File: config.mk
export PLATFORM = sky130hd
export DESIGN_NAME = eag_core
export DESIGN_NICKNAME = d
export VERILOG_FILES = /design/src/rtl/eag_pkg.sv /design/src/rtl/eag_core.sv
export SDC_FILE = /design/constraint.sdc
export NUM_CORES = 2
export LEC_CHECK = 0
export ABC_AREA = 0
export BUFFER_PORTS_ARGS = -buffer_cell sky130_fd_sc_hd__buf_2
export CAP_MARGIN = 10
export CELL_PAD_IN_SITES_DETAIL_PLACEMENT = 1
export CELL_PAD_IN_SITES_GLOBAL_PLACEMENT = 2
export CORE_AREA = 4 4 364 366
export CTS_CLUSTER_DIAMETER = 200
export DETAILED_ROUTE_END_ITERATION = 8
export DIE_AREA = 0 0 368 370
export GPL_ROUTABILITY_DRIVEN = 0
export GPL_TIMING_DRIVEN = 0
export PLACE_DENSITY_LB_ADDON = 0.15
export SKIP_CTS_REPAIR_TIMING = 1
export SYNTH_ARGS = -nofsm -noshare
export SYNTH_HDL_FRONTEND = slang
export SYNTH_SLANG_ARGS = --single-unit
File: constraint.sdc
create_clock -name clock -period 6.43 [get_ports clock]
set_input_delay 0.3215 -clock clock [delete_from_list [all_inputs] [get_ports clock]]
set_output_delay 0.3215 -clock clock [all_outputs]
set_load 0.02 [all_outputs]
File: src/rtl/eag_pkg.sv
// Purpose: Shared constants and types for the effective address generator
// Assumes: 32-bit addresses, sixteen general registers (eight data, eight address)
// Notes:   Mode enumeration covers every addressing mode the generator resolves
package eag_pkg;

   localparam int ADDR_W      = 32;
   localparam int REG_COUNT   = 8;
   localparam int REG_SEL_W   = 4;

   // Operand size codes
   typedef enum logic [1:0] {
      EAG_SZ_BYTE,
      EAG_SZ_WORD,
      EAG_SZ_LONG,
      EAG_SZ_QUAD
   } eag_size_t;

   // Optional field widths: none, 16 bit, 32 bit
   typedef enum logic [1:0] {
      EAG_OFS_NONE,
      EAG_OFS_WORD,
      EAG_OFS_LONG
   } eag_ofs_t;

   typedef enum logic [4:0] {
      EAG_DATA_DIRECT,
      EAG_ADDR_DIRECT,
      EAG_ADDR_IND,
      EAG_ADDR_POSTINC,
      EAG_ADDR_PREDEC,
      EAG_ADDR_DISP,
      EAG_ADDR_IDX_SHORT,
      EAG_ADDR_IDX_BASE,
      EAG_MEM_POSTIDX,
      EAG_MEM_PREIDX,
      EAG_PC_DISP,
      EAG_PC_IDX_SHORT,
      EAG_PC_IDX_BASE,
      EAG_PC_MEM_POSTIDX,
      EAG_PC_MEM_PREIDX,
      EAG_ABS_SHORT,
      EAG_ABS_LONG,
      EAG_IMMEDIATE
   } eag_mode_t;

   localparam int MODE_COUNT   = 18;
   localparam int BCD_PACKED_DIGITS   = 2;
   localparam int BCD_UNPACKED_DIGITS = 1;
   localparam logic [31:0] ADDR_RESET = 32'h0000_0000;

endpackage

File: src/rtl/eag_core.sv
// Purpose: Effective address and operand generation between decoder and bus controller
// Assumes: Fetch port returns exactly one long word per request, held until accepted
// Notes:   One request in flight; start is ignored while busy
`timescale 1ns/100ps
`default_nettype none

module eag_core
   import eag_pkg::*;
#(
   parameter int AW = ADDR_W
) (
   // Clock and reset
   input  wire logic             clock,
   input  wire logic             reset,
   // Decoded request
   input  wire logic             start,
   input  wire eag_mode_t        mode,
   input  wire eag_size_t        op_size,
   input  wire logic [2:0]       reg_num,
   input  wire logic [REG_SEL_W-1:0] index_sel,
   input  wire logic             index_long,
   input  wire logic [1:0]       index_scale,
   input  wire logic [7:0]       short_disp,
   input  wire logic [15:0]      word_disp,
   input  wire eag_ofs_t         base_offset_size,
   input  wire logic [31:0]      base_offset,
   input  wire eag_ofs_t         outer_offset_size,
   input  wire logic [31:0]      outer_offset,
   input  wire logic [31:0]      ext_word,
   input  wire logic [AW-1:0]    pc,
   // Register file view
   input  wire logic [8*32-1:0]  data_reg,
   input  wire logic [8*32-1:0]  address_reg,
   // Bit-field and decimal typing
   input  wire logic [4:0]       field_offset,
   input  wire logic [4:0]       field_len_m1,
   input  wire logic             bcd_packed,
   // Indirect fetch port
   output logic                  fetch_req,
   output logic [AW-1:0]         fetch_addr,
   input  wire logic             fetch_ack,
   input  wire logic [31:0]      fetch_data,
   // Results
   output logic                  busy,
   output logic                  done,
   output logic                  is_register,
   output logic                  is_immediate,
   output logic [AW-1:0]         ea,
   output logic [63:0]           operand,
   output logic                  areg_write,
   output logic [2:0]            areg_num,
   output logic [31:0]           areg_value,
   output logic [31:0]           field_value,
   output logic [7:0]            bcd_value
);

   typedef enum logic [1:0] {
      EAG_IDLE,
      EAG_FETCH,
      EAG_FINISH
   } eag_state_t;

   eag_state_t       state_reg, state_next;
   logic [AW-1:0]    ea_reg, ea_next;
   logic [AW-1:0]    fa_reg, fa_next;
   logic [63:0]      opnd_reg, opnd_next;
   logic             done_reg, done_next;
   logic             isreg_reg, isreg_next;
   logic             isimm_reg, isimm_next;
   logic             awr_reg, awr_next;
   logic [2:0]       anum_reg, anum_next;
   logic [31:0]      aval_reg, aval_next;
   logic [31:0]      fld_reg, fld_next;
   logic [7:0]       bcd_reg, bcd_next;
   logic             post_reg, post_next;
   logic [31:0]      post_idx_reg, post_idx_next;
   logic [31:0]      od_reg, od_next;

   logic [31:0] areg [REG_COUNT];
   logic [31:0] dreg [REG_COUNT];
   logic [31:0] idx_raw, idx_ext, idx_scaled;
   logic [31:0] sd_ext, wd_ext, bd_ext, od_ext;
   logic [31:0] base, step;

   genvar gi;
   generate
      for (gi = 0; gi < REG_COUNT; gi++) begin : g_regs
         assign areg[gi] = address_reg[gi*32 +: 32];
         assign dreg[gi] = data_reg[gi*32 +: 32];
      end
   endgenerate

   assign idx_raw    = index_sel[3] ? areg[index_sel[2:0]] : dreg[index_sel[2:0]];
   assign idx_ext    = index_long ? idx_raw : {{16{idx_raw[15]}}, idx_raw[15:0]};
   assign idx_scaled = idx_ext << index_scale;

   assign sd_ext = {{24{short_disp[7]}}, short_disp};
   assign wd_ext = {{16{word_disp[15]}}, word_disp};

   assign bd_ext = (base_offset_size == EAG_OFS_LONG) ? base_offset :
                   (base_offset_size == EAG_OFS_WORD) ?
                   {{16{base_offset[15]}}, base_offset[15:0]} : 32'h0000_0000;
   assign od_ext = (outer_offset_size == EAG_OFS_LONG) ? outer_offset :
                   (outer_offset_size == EAG_OFS_WORD) ?
                   {{16{outer_offset[15]}}, outer_offset[15:0]} : 32'h0000_0000;

   // PC or address register as base
   assign base = (mode inside {EAG_PC_DISP, EAG_PC_IDX_SHORT, EAG_PC_IDX_BASE,
                  EAG_PC_MEM_POSTIDX, EAG_PC_MEM_PREIDX}) ? pc : areg[reg_num];

   // Step by operand size; byte on A7 keeps stack word aligned
   always_comb begin
      case (op_size)
         EAG_SZ_BYTE: step = (reg_num == 3'h7) ? 32'h0000_0002 : 32'h0000_0001;
         EAG_SZ_WORD: step = 32'h0000_0002;
         EAG_SZ_LONG: step = 32'h0000_0004;
         EAG_SZ_QUAD: step = 32'h0000_0008;
         default:     step = 32'h0000_0004;
      endcase
   end

   always_comb begin
      state_next    = state_reg;
      ea_next       = ea_reg;
      fa_next       = fa_reg;
      opnd_next     = opnd_reg;
      done_next     = 1'b0;
      isreg_next    = isreg_reg;
      isimm_next    = isimm_reg;
      awr_next      = 1'b0;
      anum_next     = anum_reg;
      aval_next     = aval_reg;
      fld_next      = fld_reg;
      bcd_next      = bcd_reg;
      post_next     = post_reg;
      post_idx_next = post_idx_reg;
      od_next       = od_reg;
      case (state_reg)
         EAG_IDLE: begin
            if (start) begin
               isreg_next = 1'b0;
               isimm_next = 1'b0;
               anum_next  = reg_num;
               done_next  = 1'b1;
               // Field of 1 to 32 bits from a register operand
               fld_next   = (dreg[reg_num] >> field_offset) &
                            (32'hffff_ffff >> (5'd31 - field_len_m1));
               // Packed keeps two digits, unpacked one per byte
               bcd_next   = bcd_packed ? dreg[reg_num][7:0] :
                            {4'h0, dreg[reg_num][3:0]};
               case (mode)
                  EAG_DATA_DIRECT: begin
                     isreg_next = 1'b1;
                     opnd_next  = {32'h0000_0000, dreg[reg_num]};
                  end
                  EAG_ADDR_DIRECT: begin
                     isreg_next = 1'b1;
                     opnd_next  = {32'h0000_0000, areg[reg_num]};
                  end
                  EAG_ADDR_IND: ea_next = areg[reg_num];
                  EAG_ADDR_POSTINC: begin
                     ea_next   = areg[reg_num];
                     awr_next  = 1'b1;
                     aval_next = areg[reg_num] + step;
                  end
                  EAG_ADDR_PREDEC: begin
                     ea_next   = areg[reg_num] - step;
                     awr_next  = 1'b1;
                     aval_next = areg[reg_num] - step;
                  end
                  EAG_ADDR_DISP, EAG_PC_DISP: ea_next = base + wd_ext;
                  EAG_ADDR_IDX_SHORT, EAG_PC_IDX_SHORT: ea_next = base + sd_ext + idx_scaled;
                  EAG_ADDR_IDX_BASE, EAG_PC_IDX_BASE: ea_next = base + bd_ext + idx_scaled;
                  EAG_MEM_POSTIDX, EAG_PC_MEM_POSTIDX, EAG_MEM_PREIDX, EAG_PC_MEM_PREIDX: begin
                     post_next     = (mode == EAG_MEM_POSTIDX) || (mode == EAG_PC_MEM_POSTIDX);
                     fa_next       = post_next ? base + bd_ext : base + bd_ext + idx_scaled;
                     post_idx_next = post_next ? idx_scaled : 32'h0000_0000;
                     od_next       = od_ext;
                     done_next     = 1'b0;
                     state_next    = EAG_FETCH;
                  end
                  EAG_ABS_SHORT: ea_next = {{16{ext_word[15]}}, ext_word[15:0]};
                  EAG_ABS_LONG:  ea_next = ext_word;
                  EAG_IMMEDIATE: begin
                     isimm_next = 1'b1;
                     case (op_size)
                        EAG_SZ_BYTE: opnd_next = {56'h0, ext_word[7:0]};
                        EAG_SZ_WORD: opnd_next = {48'h0, ext_word[15:0]};
                        default:     opnd_next = {32'h0000_0000, ext_word};
                     endcase
                  end
                  default: done_next = 1'b1;
               endcase
            end
         end
         EAG_FETCH: begin
            if (fetch_ack) begin
               ea_next    = fetch_data + post_idx_reg + od_reg;
               state_next = EAG_FINISH;
            end
         end
         EAG_FINISH: begin
            done_next  = 1'b1;
            state_next = EAG_IDLE;
         end
         default: state_next = EAG_IDLE;
      endcase
   end

   always_ff @(posedge clock or posedge reset) begin
      if (reset) begin
         state_reg    <= EAG_IDLE;
         ea_reg       <= ADDR_RESET;
         fa_reg       <= ADDR_RESET;
         opnd_reg     <= 64'h0;
         done_reg     <= 1'b0;
         isreg_reg    <= 1'b0;
         isimm_reg    <= 1'b0;
         awr_reg      <= 1'b0;
         anum_reg     <= 3'h0;
         aval_reg     <= 32'h0000_0000;
         fld_reg      <= 32'h0000_0000;
         bcd_reg      <= 8'h00;
         post_reg     <= 1'b0;
         post_idx_reg <= 32'h0000_0000;
         od_reg       <= 32'h0000_0000;
      end else begin
         state_reg    <= state_next;
         ea_reg       <= ea_next;
         fa_reg       <= fa_next;
         opnd_reg     <= opnd_next;
         done_reg     <= done_next;
         isreg_reg    <= isreg_next;
         isimm_reg    <= isimm_next;
         awr_reg      <= awr_next;
         anum_reg     <= anum_next;
         aval_reg     <= aval_next;
         fld_reg      <= fld_next;
         bcd_reg      <= bcd_next;
         post_reg     <= post_next;
         post_idx_reg <= post_idx_next;
         od_reg       <= od_next;
      end
   end

   assign fetch_req    = (state_reg == EAG_FETCH);
   assign fetch_addr   = fa_reg;
   assign busy         = (state_reg != EAG_IDLE);
   assign done         = done_reg;
   assign is_register  = isreg_reg;
   assign is_immediate = isimm_reg;
   assign ea           = ea_reg;
   assign operand      = opnd_reg;
   assign areg_write   = awr_reg;
   assign areg_num     = anum_reg;
   assign areg_value   = aval_reg;
   assign field_value  = fld_reg;
   assign bcd_value    = bcd_reg;
endmodule

`default_nettype wire

; ---- After elaboration in Yosys (flattened, before gate mapping)
; Cells that the tools add are included.
[totals]
ff_bits = 273
word_cells = 128
[op_classes]
add_sub_neg = 10
magnitude_cmp = 2
eq_ne = 31
shift = 3
muxes = 43
n_bitwise = 3
reduce_logical = 22
[ops]
columns = operator, count
row1 = $mux 32, 19
row2 = $bmux 32 s3, 4
row3 = $add 32x32->32, 8
row4 = $pmux 32 s7, 1
row5 = $pmux 32 s2, 3
row6 = $pmux 64 s3, 1
row7 = $pmux 32 s4, 1
row8 = $eq 5x4->1 const B, 8
row9 = $and 32x32->32, 1
row10 = $shl 32x2->32, 1
row11 = $shr 32x5->32, 1
row12 = $shr 32x5->32 const A, 1
row13 = $sub 32x32->32, 1
row14 = $eq 5x3->1 const B, 4
row15 = $reduce_and 3->1, 4
row16 = $reduce_or 2->1, 6
row17 = $eq 2x2->1 const B, 5
row18 = $eq 5x2->1 const B, 2
row19 = $eq 5x5->1 const B, 2
row20 = $eq 2x1->1 const B, 4
row21 = $ge 4x4->1 const B, 2
row22 = $mux 2, 4
row23 = $mux 8, 1
row24 = $ne 8x2->1 const B, 1
row25 = other kinds (18), 29

; ---- Logic depth before layout (Yosys ltp)
[depth]
depth_word = 11
mapped_depth = 37
mapped_depth_nobuf = 31

; ---- Least setup slack after synthesis
; Ideal clock, no wire load.
[synth_path]
path_type = input to register
startpoint = input port reg_num[0]
endpoint = register fa_reg[31] (netlist: fetch_addr[31])
setup_time_ps = 131
t_arrival_ps = 7339
setup_slack_ps = -1040
cell_stages = 37
n_path_buf = 7
cell_sequence = buf_6 > buf_6 > buf_6 > buf_6 > buf_2 > buf_2 > buf_2 > mux4_2 > mux2i_1 > nand2_1 > o21a_1 > ha_1 > fa_1 > a21o_1 > nand4_1 > a31oi_1 > o21ai_0 > nand2_1 > and2_1 > o21ai_0 > nand2b_1 > a21o_1 > a21o_1 > xor2_1 > ha_1 > o21a_1 > nor2_1 > a21oi_1 > nand2_1 > o31ai_4 > a31oi_4 > a211oi_4 > a221oi_4 > mux2_4 > a21oi_2 > xor2_1 > o21ai_1
[synth_between]
elab_chain_cells = 8
[synth_lines]
columns = item, line_no
row1 = "start, declared", eag_core.sv:19  ; input wire logic [2:0] reg_num,
row2 = $not 3->4 (not written as such) (*), eag_core.sv:109  ; EAG_PC_MEM_POSTIDX, EAG_PC_MEM_PREIDX}) ? pc : areg[reg_num];
row3 = $bmux 32 s3 (*), eag_core.sv:109
row4 = $mux 32 (not written as such) (*) (2 in a row), eag_core.sv:109
row5 = $mux 32 (*), eag_core.sv:109
row6 = $add 32x32->32 (*), eag_core.sv:176  ; fa_next = post_next ? base + bd_ext : base + bd_ext + idx_scaled;
row7 = $add 32x32->32, eag_core.sv:176
row8 = $mux 32 (*), eag_core.sv:176
row9 = "end signal, assigned", eag_core.sv:230  ; fa_reg <= fa_next;
row10 = "end, declared", eag_core.sv:65  ; logic [AW-1:0] fa_reg, fa_next;
; Mark *: on every way between the ends. The rest lies on a longest branch, timed or not. The select of a mux whose other input is x is not followed.
; A chain may end at the register's enable or synchronous reset.

; ---- Worst setup path after layout
; Ends and elaborated chain as after synthesis.

==> flow_summary.yaml <==
pwr:
  peakVddDrop_mv: 0.152
  power_density_nw_per_um2: 282
  p_leak_uw: 0.0193
  p_total_uw: 12300
clocking:
  numClockSinks: 241
  clock_latency_ps: 600
  root_buffer: "clkbuf_16"
  tritoncts: "done"
  htreeDepth: 2
  clk_pin_slew_ps: 60
  cts_max_path_buffers: 3
  numCtsBuffers: 35
synthesis:
  synthFlopType: "dfrtp_1"
  yosys_warnings: 0
  synth_edf_count: 0
  ys_ff_latch: 241
  synth_area_leaders: "mux4_2 19%, dfrtp_1 18%, ha_1 6.1%"
  synth_top_cell_area_share_pct: 19.1
  yosysMostFrequentCell: "nand2_1"
  synth_top_cell_by_area: "mux4_2"
  ys_seq_area_share_pct: 18.2
  synth_commonest_cells: "405 x nand2_1, 303 x a21oi_1, 296 x o21ai_0, 281 x mux4_2, 268 x nor2_1"
  async_reset_ff_share_pct: 100
  syn_area_per_cell_um2: 9.13
  synth_cell_types: 108
  synthCells: 3637
  synth.cell_area_um2: 33200
worst_setup_path:
  slowest_delay_ps: 470
  worstPathRequired_ps: 6870
  crit_end: "fetch_addr[31]$_DFFE_PP0P_"
  cp-start-kind: "input pin"
  crit_slowest_cell: "mux4_2"
  worstSetupPathType: "input pin to register"
  r2r_end: "ea[30]$_DFFE_PP0P_"
  r2r_cells: 15
  worstSetupStartpoint: "reg_num[0]"
  critical_path_arrival_ps: 6960
  r2r-start: "post_idx_reg[2]$_DFFE_PP0P_"
  cp-end-kind: "register"
  reg2reg_slack_ps: 1840
  cp_max_fo: 8
floorplan:
  die_area_um2: 136000
  num_rows: 132
  dieHeight_um: 370
  core_area_um2: 129000
  ios: 941
  start_util_pct: 25.7
  die_width_um: 368
sta:
  holdWs_ps: -9.21
  setup_viol: 4
  slew_viol_final: 0
  slew_headroom_pct: 13.5
  min_period_over_period_pct: 101
  post-route-min-period_ps: 6510
  finalHoldViolations: 4
  tns_ps: -155
  max_freq_ghz: 0.153
  finalWorstSetupSlack_ps: -84.9
  fin_skew_ps: 41.1
  worst_pin_slew_ps: 1300
  rsz0062_at_grt: "yes"
detailed_routing:
  drt_iter0_drc: 3132
  drc: 0
  ant_nets: 0
  wire_per_inst_um: 34.3
  via_per_inst: 5.60
  dr.pass1.iters: 9
  wl_mm: 224
  vias: 36500
layout:
  fin_nets: 5682
  area_growth_pct: 31.6
  final_cells: 6519
  multiInputGateArea_um2: 26400
  drive_gt1_share_pct: 36.4
  fillers: 15300
  seq_area_um2: 6030
run:
  cap_violations: 0
status:
  failed_checks: "negative hold slack, negative setup slack"
  status: "finished with violations"
global_routing:
  grt_overflow: 0
  grt_max_degree: 37
  grt_pass1_wl_mm: 300
  grt_util_all_layers_pct: 31.3
  antenna_found_initial: 55
  grt_pass1_vias: 36900
placed_design:
  numPortBuffers: 898
  post-place-ws_ps: -3140
  dp_hpwl_mm: 194
  place_inst: 6328
min_path:
  min_path_type: "input pin to register"
## final cells by class
class	count	share of cell area, %
Antenna cell	32	0.183
Buffer	268	3.89
Clock buffer	47	2.25
Clock inverter	15	0.573
Inverter	98	0.857
Multi-Input combinational cell	3053	60.5
Sequential cell	241	13.8
Tap cell	1742	4.99
Timing Repair Buffer	1023	12.9
## kinds of logic (layout without fill, tap and decap cells)
logic type / count (synthesis) / after routing / share of synthesized area [%]
muxes: 479 / 479 / 25.6
and+or+nand+nor: 1003 / 1003 / 13.8
buffers and inverters: 374 / 1451 / 5.25
DFF: 241 / 241 / 18.2
xor gates and xnor gates: 209 / 209 / 5.54
adders and majority gates: 230 / 230 / 10.2
AOI/OAI and AO/OA: 1100 / 1100 / 21.4
other: 1 / 64 / 0.0113
## report_power, final
part           switching [uW]  internal [uW]  total [uW]
clock                     858           1320        2180
combinational            4940           3050        7980
sequential                278           1890        2170
total                    6070           6260       12300
## layer usage
layer  vias to the layer above  wire (um)  GRT usage, %
li1                      15900          -             -
met1                     18700      97500          43.0
met2                      1567      98400          48.8
met3                       306      20900          8.67
met4                        32       6890          7.57
met5                         -        206             0
## cell usage in the layout (no fill, tap or decap), types with 23 or more instances in the layout
| cell | count |
|---|---|
| buf_2 | 915 |
| nand2_1 | 402 |
| mux4_2 | 281 |
| o21ai_0 | 281 |
| a21oi_1 | 270 |
| nor2_1 | 264 |
| dfrtp_1 | 241 |
| ha_1 | 154 |
| clkbuf_1 | 152 |
| buf_4 | 137 |
| xnor2_1 | 123 |
| mux2i_1 | 112 |
| inv_1 | 95 |
| a21o_1 | 77 |
| xor2_1 | 70 |
| fa_1 | 68 |
| nand3_1 | 57 |
| mux2_2 | 52 |
| and2_1 | 41 |
| a31oi_1 | 41 |
| nor3_1 | 39 |
| a22o_1 | 38 |
| clkbuf_16 | 37 |
| nand2b_1 | 36 |
| diode_2 | 32 |
| conb_1 | 32 |
| o211ai_1 | 31 |
| o22ai_1 | 30 |
| nor2b_1 | 30 |
| a221oi_1 | 29 |
| a21oi_2 | 28 |
| o21bai_1 | 25 |
| buf_12 | 24 |
| a211oi_1 | 23 |
| nand4_1 | 23 |
## worst min-delay path by stage
| stage | startpoint | depth (start not counted) | end | slack [ps] |
|---|---|---|---|---|
| 2_1_floorplan | state_reg[0]$_DFFE_PP0P_ | 1 | done$_DFF_PP0_ | 430 |
| 3_3_place_gp | areg_num[0]$_DFFE_PP0P_ | 2 | areg_num[0]$_DFFE_PP0P_ | 450 |
| 3_5_place_dp | reset | 2 | field_value[17]$_DFFE_PP0P_ | 390 |
| 4_1_cts | reset | 2 | field_value[17]$_DFFE_PP0P_ | -250 |
| 5_1_grt | outer_offset[3] | 3 | od_reg[3]$_DFFE_PP0P_ | 0.7 |
| 6_report | outer_offset[9] | 3 | od_reg[9]$_DFFE_PP0P_ | -9 |
## worst max-delay path: cells and delay by family
| kind | cells | cell delay (ps) |
|---|---|---|
| compound gates | 13 | 2630 |
| xor+xnor | 2 | 400 |
| fa+ha+maj | 2 | 710 |
| buf+inv | 8 | 1060 |
| mux | 3 | 1070 |
| simple gates | 5 | 740 |
## through the flow
step | area, um2 | utilization, % | hold WS, ps
2_1_floorplan | 33400 | - | 426
3_3_place_gp | 40100 | 31.0 | 454
3_5_place_dp | 40400 | 31.3 | 391
4_1_cts | 41700 | 32.3 | -247
5_1_grt | 43600 | 33.8 | 0.665
6_report | 43700 | 33.8 | -9.21
No activity file was read; power rests on OpenSTA's default activity.
